$ cat src/ring_ctrl_pkg.sv
// Shared constants, types and register map of the fibre ring repeater controller
package ring_ctrl_pkg;

  // ----------------------------------------------------------------
  // Clock and timing
  // ----------------------------------------------------------------
  localparam int unsigned CLK_HZ         = 10_000_000;
  localparam int unsigned CLK_PERIOD_NS  = 100;
  localparam int unsigned INIT_LAMP_MS   = 100;
  localparam int unsigned INIT_LAMP_CYC  = INIT_LAMP_MS * 1_000_000 / CLK_PERIOD_NS;
  localparam int unsigned ACT_HOLD_MS    = 5;
  localparam int unsigned ACT_HOLD_CYC   = ACT_HOLD_MS * 1_000_000 / CLK_PERIOD_NS;
  localparam int unsigned FLICKER_BIT    = 20;
  localparam int unsigned FRAC_BITS      = 16;

  // ----------------------------------------------------------------
  // Register map and reset values
  // ----------------------------------------------------------------
  localparam logic [7:0]  CTRL_OFS       = 8'h00;
  localparam logic [7:0]  IDLE_TO_OFS    = 8'h04;
  localparam logic [7:0]  RET_TO_OFS     = 8'h08;
  localparam logic [7:0]  STATUS_OFS     = 8'h0c;
  localparam int unsigned CTRL_RING_BIT  = 0;
  localparam int unsigned CTRL_DUAL_BIT  = 1;
  localparam int unsigned CTRL_LIM_LSB   = 4;
  localparam logic        RING_EN_RST    = 1'b1;
  localparam logic        DUAL_RST       = 1'b1;
  localparam logic [3:0]  FAULT_LIM_RST  = 4'h1;
  localparam logic [15:0] IDLE_TO_RST    = 16'hffff;
  localparam logic [15:0] RET_TO_RST     = 16'h2710;
  localparam logic [1:0]  RESP_OKAY      = 2'b00;
  localparam logic [1:0]  RESP_SLVERR    = 2'b10;

  // ----------------------------------------------------------------
  // Supported rates, index is the rate code
  // ----------------------------------------------------------------
  localparam int unsigned NUM_RATES = 10;
  localparam int unsigned RATE_BPS [NUM_RATES] = '{9_600, 19_200, 45_450, 93_750, 187_500,
                                                 500_000, 1_500_000, 3_000_000, 6_000_000,
                                                 12_000_000};

  // Bit periods advanced per clock, fixed point with FRAC_BITS fraction
  function automatic logic [31:0] bit_inc(input logic [3:0] code);
    longint unsigned r;
    r = (code < 4'(NUM_RATES)) ? longint'(RATE_BPS[code]) : longint'(RATE_BPS[0]);
    return 32'((r << FRAC_BITS) / CLK_HZ);
  endfunction

  // ----------------------------------------------------------------
  // Types
  // ----------------------------------------------------------------
  typedef enum logic [4:0] {
    M_INIT      = 5'b00001,
    M_LINK_WAIT = 5'b00010,
    M_RING_A    = 5'b00100,
    M_RING_AB   = 5'b01000,
    M_MULTIDROP = 5'b10000
  } mode_e;

  // One frame-level event from a deserialiser (0 bus, 1 port one, 2 port two)
  typedef struct packed {
    logic       start;
    logic       good;
    logic       bad;
    logic       own;
    logic [3:0] rate;
  } frame_ev_s;

  typedef struct packed {
    logic rx_ok;
    logic tx_ok;
    logic low_power;
  } port_stat_s;

endpackage

$ cat src/fibre_ring_repeater_ctrl.sv
// Frame-level ring, rate-lock and alarm controller with AXI4-Lite registers
`timescale 1ns/10ps

// Notes on behaviour
// Lock rate on first good frame, any port
// Rates 9600 bit/s to 12 Mbit/s
// Unlock on faulty frames or idle timeout
// Transmit on own bit timing, not received
// Repeat frames between the two fibre ports
// No ring fault: send on ring A only
// Ring fault: send on rings A and B
// Ring A leaves port one, B enters there
// Own bus frame suspends repeating until return
// Foreign ring frame: repeat and convert to bus
// Slave reply sent likewise, suspends until return
// Return or timeout re-enables conversion
// Ring A down ring B; both multidrop
// Remote LED transmit fault, local receive; flicker
// Recover automatically when faults clear
// Multidrop: both ports, or port one only
// Multidrop: repeat to other port and bus
// Lamp test, link start, alarm until ready
// Fibre transfer only when linked and locked
// Link loss: local and remote alarm, auto clear
// Activity LED on frames while rate locked
// Return timeout counted in detected bit periods
// Relay in fault while any alarm active
module fibre_ring_repeater_ctrl
  import ring_ctrl_pkg::*;
#(
  parameter int unsigned INIT_CYC = INIT_LAMP_CYC,
  parameter int unsigned ACT_CYC  = ACT_HOLD_CYC
) (
  input  wire logic              aclk,
  input  wire logic              aresetn,
  input  wire logic [7:0]        s_axi_awaddr,
  input  wire logic              s_axi_awvalid,
  output logic                   s_axi_awready,
  input  wire logic [31:0]       s_axi_wdata,
  input  wire logic [3:0]        s_axi_wstrb,
  input  wire logic              s_axi_wvalid,
  output logic                   s_axi_wready,
  output logic [1:0]             s_axi_bresp,
  output logic                   s_axi_bvalid,
  input  wire logic              s_axi_bready,
  input  wire logic [7:0]        s_axi_araddr,
  input  wire logic              s_axi_arvalid,
  output logic                   s_axi_arready,
  output logic [31:0]            s_axi_rdata,
  output logic [1:0]             s_axi_rresp,
  output logic                   s_axi_rvalid,
  input  wire logic              s_axi_rready,
  input  wire frame_ev_s [2:0]   rx_ev,
  input  wire port_stat_s [1:0]  port_stat,
  output logic                   conv_to_bus,
  output logic                   send_port_one,
  output logic                   send_port_two,
  output logic                   rep_two_to_one,
  output logic                   rep_one_to_two,
  output logic                   bit_tick,
  output logic                   remote_fault_led,
  output logic                   local_fault_led,
  output logic                   bus_active_led,
  output logic                   relay_fault,
  output logic [1:0]             remote_alarm_tx
);

  // ----------------------------------------------------------------
  // State
  // ----------------------------------------------------------------
  typedef struct packed {
    mode_e       mode;
    logic [23:0] init_cnt;
    logic        locked;
    logic [3:0]  rate;
    logic [15:0] frac;
    logic [16:0] idle_bits;
    logic [3:0]  bad_cnt;
    logic        suspend;
    logic [16:0] ret_bits;
    logic [23:0] act_cnt;
    logic [20:0] flick;
    logic        ring_en, dual;
    logic [3:0]  fault_lim;
    logic [15:0] idle_to, ret_to;
    logic        aw_hold, w_hold;
    logic [7:0]  awaddr;
    logic [31:0] wdata;
    logic [3:0]  wstrb;
    logic        awready, wready, bvalid;
    logic [1:0]  bresp;
    logic        arready, rvalid;
    logic [1:0]  rresp;
    logic [31:0] rdata;
    logic        conv, send1, send2, rep21, rep12, tick;
    logic        rled, lled, aled, relay;
    logic [1:0]  ralarm;
  } state_s;

  state_s st_reg;
  state_s st_next;
  logic        ring_a_ok, ring_b_ok, links_up, own_back;
  logic        any_start, any_good, any_bad;
  logic [1:0]  used, link_ok;
  logic [32:0] acc;
  logic [16:0] ticks;
  logic [31:0] status_word;

  // ----------------------------------------------------------------
  // Link conditions
  // ----------------------------------------------------------------
  always_comb begin
    used        = {st_reg.dual, 1'b1};
    link_ok[0]  = port_stat[0].rx_ok & port_stat[0].tx_ok;
    link_ok[1]  = port_stat[1].rx_ok & port_stat[1].tx_ok;
    links_up    = &(link_ok | ~used);
    ring_a_ok   = port_stat[0].tx_ok & port_stat[1].rx_ok;
    ring_b_ok   = port_stat[1].tx_ok & port_stat[0].rx_ok;
    any_start   = rx_ev[0].start | rx_ev[1].start | rx_ev[2].start;
    any_good    = rx_ev[0].good | rx_ev[1].good | rx_ev[2].good;
    any_bad     = rx_ev[0].bad | rx_ev[1].bad | rx_ev[2].bad;
    own_back    = rx_ev[2].good & rx_ev[2].own;              // Ring A returns on port two
    status_word = {16'h0000, 3'b000, st_reg.mode, st_reg.suspend, st_reg.locked, 2'b00,
                   st_reg.rate};
  end

  // Bit-period advance at the locked rate; at 12 Mbit/s the advance reaches two ticks per clock
  always_comb begin
    acc   = {17'h00000, st_reg.frac} + {1'b0, bit_inc(st_reg.rate)};
    ticks = acc[32:16];
  end

  // ----------------------------------------------------------------
  // Next state
  // ----------------------------------------------------------------
  always_comb begin
    st_next = st_reg;
    // AXI4-Lite write: address and data taken in either order
    if (s_axi_awvalid && st_reg.awready) begin
      st_next.aw_hold = 1'b1;
      st_next.awaddr  = s_axi_awaddr;
    end
    if (s_axi_wvalid && st_reg.wready) begin
      st_next.w_hold = 1'b1;
      st_next.wdata  = s_axi_wdata;
      st_next.wstrb  = s_axi_wstrb;
    end
    if (st_reg.bvalid && s_axi_bready) st_next.bvalid = 1'b0;
    if (st_reg.aw_hold && st_reg.w_hold && !st_reg.bvalid) begin
      st_next.aw_hold = 1'b0;
      st_next.w_hold  = 1'b0;
      st_next.bvalid  = 1'b1;
      st_next.bresp   = RESP_OKAY;
      unique case (st_reg.awaddr)
        CTRL_OFS: if (st_reg.wstrb[0]) begin
          st_next.ring_en   = st_reg.wdata[CTRL_RING_BIT];
          st_next.dual      = st_reg.wdata[CTRL_DUAL_BIT];
          st_next.fault_lim = st_reg.wdata[CTRL_LIM_LSB +: 4];
        end
        IDLE_TO_OFS: begin
          if (st_reg.wstrb[0]) st_next.idle_to[7:0]  = st_reg.wdata[7:0];
          if (st_reg.wstrb[1]) st_next.idle_to[15:8] = st_reg.wdata[15:8];
        end
        RET_TO_OFS: begin
          if (st_reg.wstrb[0]) st_next.ret_to[7:0]  = st_reg.wdata[7:0];
          if (st_reg.wstrb[1]) st_next.ret_to[15:8] = st_reg.wdata[15:8];
        end
        STATUS_OFS: st_next.bresp = RESP_SLVERR;
        default:    st_next.bresp = RESP_SLVERR;
      endcase
    end
    st_next.awready = !st_next.aw_hold && !st_next.bvalid;
    st_next.wready  = !st_next.w_hold && !st_next.bvalid;

    // AXI4-Lite read
    if (st_reg.rvalid && s_axi_rready) st_next.rvalid = 1'b0;
    if (s_axi_arvalid && st_reg.arready) begin
      st_next.rvalid = 1'b1;
      st_next.rresp  = RESP_OKAY;
      unique case (s_axi_araddr)
        CTRL_OFS:    st_next.rdata = {24'h000000, st_reg.fault_lim, 2'b00, st_reg.dual,
                                      st_reg.ring_en};
        IDLE_TO_OFS: st_next.rdata = {16'h0000, st_reg.idle_to};
        RET_TO_OFS:  st_next.rdata = {16'h0000, st_reg.ret_to};
        STATUS_OFS:  st_next.rdata = status_word;
        default: begin
          st_next.rdata = 32'h00000000;
          st_next.rresp = RESP_SLVERR;
        end
      endcase
    end
    st_next.arready = !st_next.rvalid;

    // Bit timing of the locked rate drives the transmit strobe
    st_next.frac = acc[15:0];
    st_next.tick = st_reg.locked && (ticks != 17'h00000);

    // Rate lock
    if (!st_reg.locked) begin
      st_next.idle_bits = 17'h00000;
      st_next.bad_cnt   = 4'h0;
      for (int i = 2; i >= 0; i--) begin
        if (rx_ev[i].good && rx_ev[i].rate < 4'(NUM_RATES)) begin
          st_next.locked = 1'b1;
          st_next.rate   = rx_ev[i].rate;
        end
      end
    end else begin
      if (any_start) begin
        st_next.idle_bits = 17'h00000;
      end else if (st_reg.idle_bits < 17'h1ffff) begin
        st_next.idle_bits = st_reg.idle_bits + ticks;
      end
      if (any_good) st_next.bad_cnt = 4'h0;
      else if (any_bad) st_next.bad_cnt = st_reg.bad_cnt + 4'h1;
      // A zero limit is treated as one
      if ((any_bad && !any_good && st_reg.bad_cnt + 4'h1 >= st_reg.fault_lim) ||
          st_reg.idle_bits >= {1'b0, st_reg.idle_to}) begin
        st_next.locked    = 1'b0;
        st_next.idle_bits = 17'h00000;
        st_next.bad_cnt   = 4'h0;
      end
    end

    // Own-frame suspension; return timeout in bit periods
    if (st_reg.suspend) begin
      st_next.ret_bits = st_reg.ret_bits + ticks;
      if (own_back || st_reg.ret_bits >= {1'b0, st_reg.ret_to}) begin
        st_next.suspend  = 1'b0;
        st_next.ret_bits = 17'h00000;
      end
    end
    if (rx_ev[0].good && st_reg.locked && st_reg.send1 &&
        (st_reg.mode == M_RING_A || st_reg.mode == M_RING_AB)) begin
      st_next.suspend  = 1'b1;
      st_next.ret_bits = 17'h00000;
    end

    // Operating mode
    if (st_reg.init_cnt != 24'h000000) st_next.init_cnt = st_reg.init_cnt - 24'h000001;
    unique case (st_reg.mode)
      M_INIT: if (st_reg.init_cnt == 24'h000000) st_next.mode = M_LINK_WAIT;
      M_LINK_WAIT: if (links_up) st_next.mode = st_reg.ring_en ? M_RING_A : M_MULTIDROP;
      M_RING_A, M_RING_AB, M_MULTIDROP: begin
        if (!st_reg.ring_en) st_next.mode = M_MULTIDROP;
        else if (!ring_a_ok && !ring_b_ok) st_next.mode = M_MULTIDROP;
        else if (!ring_a_ok) st_next.mode = M_RING_AB;
        else st_next.mode = M_RING_A;
      end
    endcase
    if (st_next.mode != M_RING_A && st_next.mode != M_RING_AB) begin
      st_next.suspend = 1'b0;
    end

    // Routing of converted and repeated frames
    st_next.send1 = 1'b0;
    st_next.send2 = 1'b0;
    st_next.rep21 = 1'b0;
    st_next.rep12 = 1'b0;
    st_next.conv  = 1'b0;
    if (st_reg.locked) begin
      unique case (st_reg.mode)
        M_RING_A: begin
          st_next.send1 = 1'b1;
          st_next.rep21 = !st_reg.suspend;
          st_next.conv  = !st_reg.suspend;
        end
        M_RING_AB: begin
          st_next.send1 = 1'b1;
          st_next.send2 = 1'b1;
          st_next.rep21 = !st_reg.suspend;
          st_next.rep12 = !st_reg.suspend;
          st_next.conv  = !st_reg.suspend;
        end
        M_MULTIDROP: begin
          st_next.send1 = link_ok[0];
          st_next.send2 = st_reg.dual && link_ok[1];
          st_next.rep21 = st_reg.dual && link_ok[0];
          st_next.rep12 = st_reg.dual && link_ok[1];
          st_next.conv  = 1'b1;
        end
        default: ;
      endcase
    end

    // Indicators and alarms
    st_next.flick = st_reg.flick + 21'h000001;
    if (st_reg.locked && any_start) begin
      st_next.act_cnt = 24'(ACT_CYC);
    end else if (st_reg.act_cnt != 24'h000000) begin
      st_next.act_cnt = st_reg.act_cnt - 24'h000001;
    end
    if (st_reg.mode == M_INIT) begin
      st_next.rled   = 1'b1;
      st_next.lled   = 1'b1;
      st_next.aled   = 1'b1;
      st_next.relay  = 1'b1;
      st_next.ralarm = 2'b00;
    end else begin
      // A receive break outranks a transmit break: combined shows local only
      st_next.rled = (|(~{port_stat[1].tx_ok, port_stat[0].tx_ok} & used)) &&
                     !(|(~{port_stat[1].rx_ok, port_stat[0].rx_ok} & used));
      st_next.lled = (|(~{port_stat[1].rx_ok, port_stat[0].rx_ok} & used)) ||
                     ((|{port_stat[1].low_power, port_stat[0].low_power}) &&
                      st_reg.flick[FLICKER_BIT]);
      st_next.aled = st_reg.locked && st_next.act_cnt != 24'h000000;
      // Link loss on one port is reported to the far end over the other port
      st_next.ralarm[0] = used[1] && !link_ok[1];
      st_next.ralarm[1] = used[1] && !link_ok[0];
      st_next.relay = (st_reg.mode == M_LINK_WAIT) || !links_up;
    end
  end

  // ----------------------------------------------------------------
  // Register
  // ----------------------------------------------------------------
  always_ff @(posedge aclk) begin
    if (!aresetn) begin
      st_reg           <= '0;
      st_reg.mode      <= M_INIT;
      st_reg.init_cnt  <= 24'(INIT_CYC);
      st_reg.ring_en   <= RING_EN_RST;
      st_reg.dual      <= DUAL_RST;
      st_reg.fault_lim <= FAULT_LIM_RST;
      st_reg.idle_to   <= IDLE_TO_RST;
      st_reg.ret_to    <= RET_TO_RST;
      st_reg.relay     <= 1'b1;
    end else begin
      st_reg <= st_next;
    end
  end

  assign s_axi_awready    = st_reg.awready;
  assign s_axi_wready     = st_reg.wready;
  assign s_axi_bvalid     = st_reg.bvalid;
  assign s_axi_bresp      = st_reg.bresp;
  assign s_axi_arready    = st_reg.arready;
  assign s_axi_rvalid     = st_reg.rvalid;
  assign s_axi_rresp      = st_reg.rresp;
  assign s_axi_rdata      = st_reg.rdata;
  assign conv_to_bus      = st_reg.conv;
  assign send_port_one    = st_reg.send1;
  assign send_port_two    = st_reg.send2;
  assign rep_two_to_one   = st_reg.rep21;
  assign rep_one_to_two   = st_reg.rep12;
  assign bit_tick         = st_reg.tick;
  assign remote_fault_led = st_reg.rled;
  assign local_fault_led  = st_reg.lled;
  assign bus_active_led   = st_reg.aled;
  assign relay_fault      = st_reg.relay;
  assign remote_alarm_tx  = st_reg.ralarm;
endmodule

$ cat config.mk
export PLATFORM = sky130hd
export DESIGN_NAME = fibre_ring_repeater_ctrl
export DESIGN_NICKNAME = d
export VERILOG_FILES = /design/src/ring_ctrl_pkg.sv /design/src/fibre_ring_repeater_ctrl.sv
export SDC_FILE = /design/constraint.sdc
export NUM_CORES = 1
export LEC_CHECK = 0
export ABC_CLOCK_PERIOD_IN_PS = 27900
export BUFFER_PORTS_ARGS = -buffer_cell sky130_fd_sc_hd__buf_2
export CAP_MARGIN = 0
export CORE_MARGIN = 1
export CORE_UTILIZATION = 40
export CTS_CLUSTER_SIZE = 25
export DETAILED_ROUTE_END_ITERATION = 7
export PLACE_DENSITY = 0.62
export REMOVE_ABC_BUFFERS = 1
export SLEW_MARGIN = 30
export SYNTH_ARGS = -nofsm -noshare
export SYNTH_HDL_FRONTEND = slang
export SYNTH_SLANG_ARGS = --single-unit
$ cat constraint.sdc
create_clock -name aclk -period 27.9 [get_ports aclk]
set_input_delay 1.395 -clock aclk [delete_from_list [all_inputs] [get_ports aclk]]
set_output_delay 1.395 -clock aclk [all_outputs]
set_load 0.05 [all_outputs]
Word-level counts from Yosys, hierarchy flattened
Memory sizes are Yosys's and may differ from the RTL's. Cells that the tools add are included.

$add $sub $neg: 7. Divide/modulo/power cells: 1. Order comparisons: 9. Eq/ne operators: 12. Multiplexer cells: 35. Bitwise operators: 20. Reductions and logical operators: 74.

Operators by type and width (count): two-way mux 32 bit (3); nonzero test 24 bit (3); divider 64 x 24 -> 64 bit (second input constant) (1); one-hot mux 16 bit (4 select lines) (1); two-way mux 18 bit (3); two-way mux 24 bit (2); subtractor 24 x 1 -> 24 bit (second input constant) (2); two-way mux 5 bit (8); two-way mux 35 bit (1); adder 17 bit (2); >= comparator 17 x 16 -> 1 bit (2); adder 16 x 32 -> 33 bit (1); logical AND 1 bit (28); equality test 8 x 4 -> 1 bit (second input constant) (3); zero test 24 bit (1); adder 21 x 1 -> 21 bit (second input constant) (1); less-than comparator 17 bit (second input constant) (1); nonzero test 17 bit (1); equality test 8 x 3 -> 1 bit (second input constant) (2); zero test 8 bit (2); less-than comparator 4 bit (second input constant) (4); one-hot mux 5 bit (3 select lines) (1); AND reduction 3 bit (5); OR reduction 2 bit (7); 30 further kinds (73).

Register bits after elaboration: 253. ROM bits: 512. Input bits: 89. Output and inout bits: 53. Logic and storage cells: 201. Memories: 1.

Memories: (name not given) (depth 16, width 32, read ports 1, clocked after Yosys merged registers in 0, wr ports 0, RTL line ring_ctrl_pkg.sv:45) `r = (code < 4'(NUM_RATES)) ? longint'(RATE_BPS[code]) : longint'(RATE_BPS[0]);`.

Depth between registers and ports, before layout
Depth in word-level cells: 11. Mapped depth: 113.

Worst setup path before layout
No wires, ideal clock.

Kind: reg2reg. Start point: reg st_reg[237] in the netlist's numbering. End point: reg st_reg[196] in the netlist's numbering. Setup time: 0.091 ns. Data arrival time: 20.394 ns. Path slack: 7.415 ns. Stages on the path, launching flop included: 109. Buffers on the path: 12. Clock period less this slack: 20.485 ns. Path through: dfxtp_1 > clkbuf_1 > inv_1 > ha_1 > buf_2 > o21ai_0 > a2111o_1 > o211a_1 > inv_2 > a21oi_1 > o211ai_1 > nand2_1 > o2111ai_1 > nor2_1 > o311ai_0 > nand4_1 > buf_2 > a211oi_1 > [... 73 more ...] > o21bai_1 > a21oi_1 > o21bai_1 > a21oi_1 > o21bai_1 > a21oi_1 > xnor2_1 > ha_1 > inv_1 > fa_1 > nor2_1 > and3_1 > and3_1 > and3_1 > nand3_1 > nor3_1 > nor2_1 > a311oi_1.

Longest elaborated chain between the ends: 9. Elaborated cells on any way between the ends: 10.

RTL lines: start: declaration (RTL line fibre_ring_repeater_ctrl.sv:100) `state_s st_reg;`; start signal: assignment (RTL line fibre_ring_repeater_ctrl.sv:329) `st_reg <= st_next;`; NOT 4 -> 5 bit (not written as such) (RTL line ring_ctrl_pkg.sv:45); memory (16 x 32 bit); two-way mux 32 bit (not written as such) (2 in series) (RTL line ring_ctrl_pkg.sv:45); two-way mux 32 bit * (RTL line ring_ctrl_pkg.sv:45); divider 64 x 24 -> 64 bit * (RTL line ring_ctrl_pkg.sv:46) `return 32'((r << FRAC_BITS) / CLK_HZ);`; adder 16 x 32 -> 33 bit * (RTL line fibre_ring_repeater_ctrl.sv:129) `acc = {17'h00000, st_reg.frac} + {1'b0, bit_inc(st_reg.rate)};`; adder 17 bit * (RTL line fibre_ring_repeater_ctrl.sv:227) `st_next.ret_bits = st_reg.ret_bits + ticks;`; two-way mux 18 bit * (RTL line fibre_ring_repeater_ctrl.sv:228) `if (own_back || st_reg.ret_bits >= {1'b0, st_reg.ret_to}) begin`.

Every way passes the cells marked *; elsewhere a longest branch is shown, timed or not. The select of a mux whose other input is x is not followed. A chain may end at the register's enable or synchronous reset.

Worst setup path after layout
Ends and elaborated chain as after synthesis.

==> flow_summary.json <==
{
  "status": "finished with violations",
  "violations": "design-rule violations",
  "yosys.area_share.simple": 0.276,
  "rsz0062_at_grt": "no",
  "wl_per_cell_um": 17.0,
  "synth_xor_area_frac": 0.0985,
  "synth.area.top_cells": "dfxtp_1 22%, nor2_1 5.6%, xnor2_1 5.5%",
  "async_flop_share": 0,
  "core-area_um2": 52800,
  "tightest_slew_ns": 0.941,
  "cts_tree": "built",
  "synth_cell_type_count": 134,
  "grt_pass1_wl_mm": 98.5,
  "fill_cells": 5302,
  "postSynthAreaPerCell_um2": 7.49,
  "relSlewSlack": 0.371,
  "grt_overflow": 0,
  "setup_viol": 0,
  "synth_top_family_by_area": "simple AND/OR/NAND/NOR gates",
  "viasPerCell": 5.89,
  "cts.hold.buffers_added": 0,
  "wirelength_mm": 60.6,
  "initial_core_util": 0.406,
  "synthAdderAreaFrac": 0.0505,
  "cts_setup_buffers": 0,
  "arrival_ns": 25.94,
  "place.gp.congestion": 0.898,
  "root_buffer": "clkbuf_16",
  "cts.sinks": 235,
  "drc_errors": 9,
  "grt_max_degree": 67,
  "drive_gt1_frac": 0.108,
  "cts_max_level": 1,
  "cap_violations": 0,
  "finalClockSkew_ns": 0.0255,
  "fin_crit_ns": 25.51,
  "num_io_pins": 142,
  "place_inst": 3526,
  "cts_made_buffers": 25,
  "max_stage_delay_ns": 0.89,
  "final.period_utilization": 0.914,
  "area_growth_pct": 7.65,
  "synth-compound-area-share": 0.260,
  "hold_viol": 0,
  "fin_ws_ns": 2.39,
  "dieArea_um2": 54500,
  "firstDrtPassIters": 8,
  "portBuffers": 103,
  "num_rows": 84,
  "netlist_instances": 2864,
  "ys_seq_elements": 235,
  "synth_edf_count": 0,
  "largest_register_ffs": 200,
  "antennaDiodeCount": 0,
  "path_max_fanout": 25,
  "fin_setup_tns_ns": 0,
  "fin_area_um2": 23100,
  "synth_commonest_cells": "318 x nor2_1, 289 x nand2_1, 235 x dfxtp_1",
  "grt_pass1_vias": 19500,
  "path_class": "reg -> reg",
  "min_path_cells": 1,
  "synth_ff_type": "dfxtp_1",
  "ys_seq_area_frac": 0.219,
  "dr.first_iter.drc_count": 1473,
  "post-synth-top-area-cell": "dfxtp_1",
  "clk_transition_reported_paths_ns": 0.06,
  "critPathSlowestCell": "dfxtp_1",
  "die_y_um": 234,
  "grt_antenna_before_repair": 0,
  "grt_usage": 0.215,
  "crit_path_start_kind": "flip-flop",
  "cts_resized": 0,
  "antenna_left": 0,
  "rr_worst_depth": 97,
  "max_freq_mhz": 39.2,
  "post_dp_cell_area_um2": 22200,
  "slew_viol_final": 0,
  "num-nets-final": 3039,
  "clock_latency_ns": 0.53,
  "pre_cts_ws_ns": 2.54,
  "die_x_um": 234,
  "dr_total_vias": 21000,
  "min_path_type": "reg -> reg",
  "yosys_warnings": 0,
  "synthesis.area_um2": 21400,
  "worstSetupEndpointType": "flip-flop",
  "place_hpwl_mm": 46.2,
  "fin_cells": 3571,
  "muxShareOfSynthArea": 0.0339,
  "yosysTopAreaCellShare": 0.219,
  "cp.required_ns": 28.34,
  "cts_buffer_depth": 3,
  "synth_most_common_cell": "nor2_1"
}
==> path summary, 6_finish.rpt <==
| check | from | endpoint | slack, ns |
|---|---|---|---|
| max | st_reg[237] | st_reg[196] | 2.39 |
| min | st_reg[137] | st_reg[137] | 0.44 |
| max reg2reg | st_reg[237] | st_reg[196] | 2.39 |
| min reg2reg | st_reg[137] | st_reg[137] | 0.44 |
==> layout make-up <==
class	instances	area, um2	share of cell area
Inverter	115	434	0.0188
Clock buffer	33	696	0.0301
Tap cell	688	861	0.0373
Sequential cell	235	4700	0.204
Timing Repair Buffer	122	662	0.0287
Multi-Input combinational cell	2367	15500	0.673
Clock inverter	11	191	0.00830
==> cells by family (layout without fill, tap and decap cells) <==
logic type      after synthesis  count (layout)
simple gates               1175            1175
compound gates              792             792
buf+inv                     279             281
flops                       235             235
xor+xnor                    232             232
fa+ha+maj                    85              85
mux                          65              65
other cells                   1              18
==> cell usage in the layout (no fill, tap or decap), drive strengths merged, types with 33 or more instances in the layout <==
master | synthesis | layout
dfxtp | 235 | 235
and2 | 41 | 41
ha | 81 | 81
nor2 | 319 | 319
o21ai | 151 | 151
buf | 90 | 122
nand4 | 36 | 36
xnor2 | 141 | 141
nand2b | 41 | 41
nor4 | 45 | 45
a21oi | 211 | 211
a211oi | 45 | 45
nor3 | 102 | 102
mux2i | 50 | 50
inv | 113 | 114
a31oi | 39 | 39
a21o | 41 | 41
xor2 | 91 | 91
nand3 | 83 | 83
nand2 | 290 | 290
o211ai | 43 | 43
clkbuf | 74 | 33
and3 | 40 | 40
==> stage by stage <==
| stage | hold WS [ns] | util |
|---|---|---|
| after detailed placement | 0.433 | 0.420 |
| after CTS | 0.439 | 0.437 |
| after global placement | 0.421 | 0.420 |
| final | 0.436 | 0.437 |
| after floorplan | 0.413 | - |
| after global routing | 0.472 | 0.437 |
==> metal layers <==
layer,GRT usage,vias to the layer above,wire length [um]
met2,0.364,552,28200
met3,0.0177,85,2710
met1,0.295,10000,28500
met5,0,-,0
met4,0.0487,0,1170
li1,-,10400,-
==> critical path, delay by kind of cell, from the launching register on <==
kind	cells	cell delay, ns
flops	1	0.89
simple gates	28	5.47
xor+xnor	4	0.93
mux	2	0.54
fa+ha+maj	9	3.44
compound gates	45	11.78
buf+inv	9	2.32
Power is left out: the tool's default activity adds up to more than one toggle a clock period on the data nets, which glitch-free logic cannot reach.
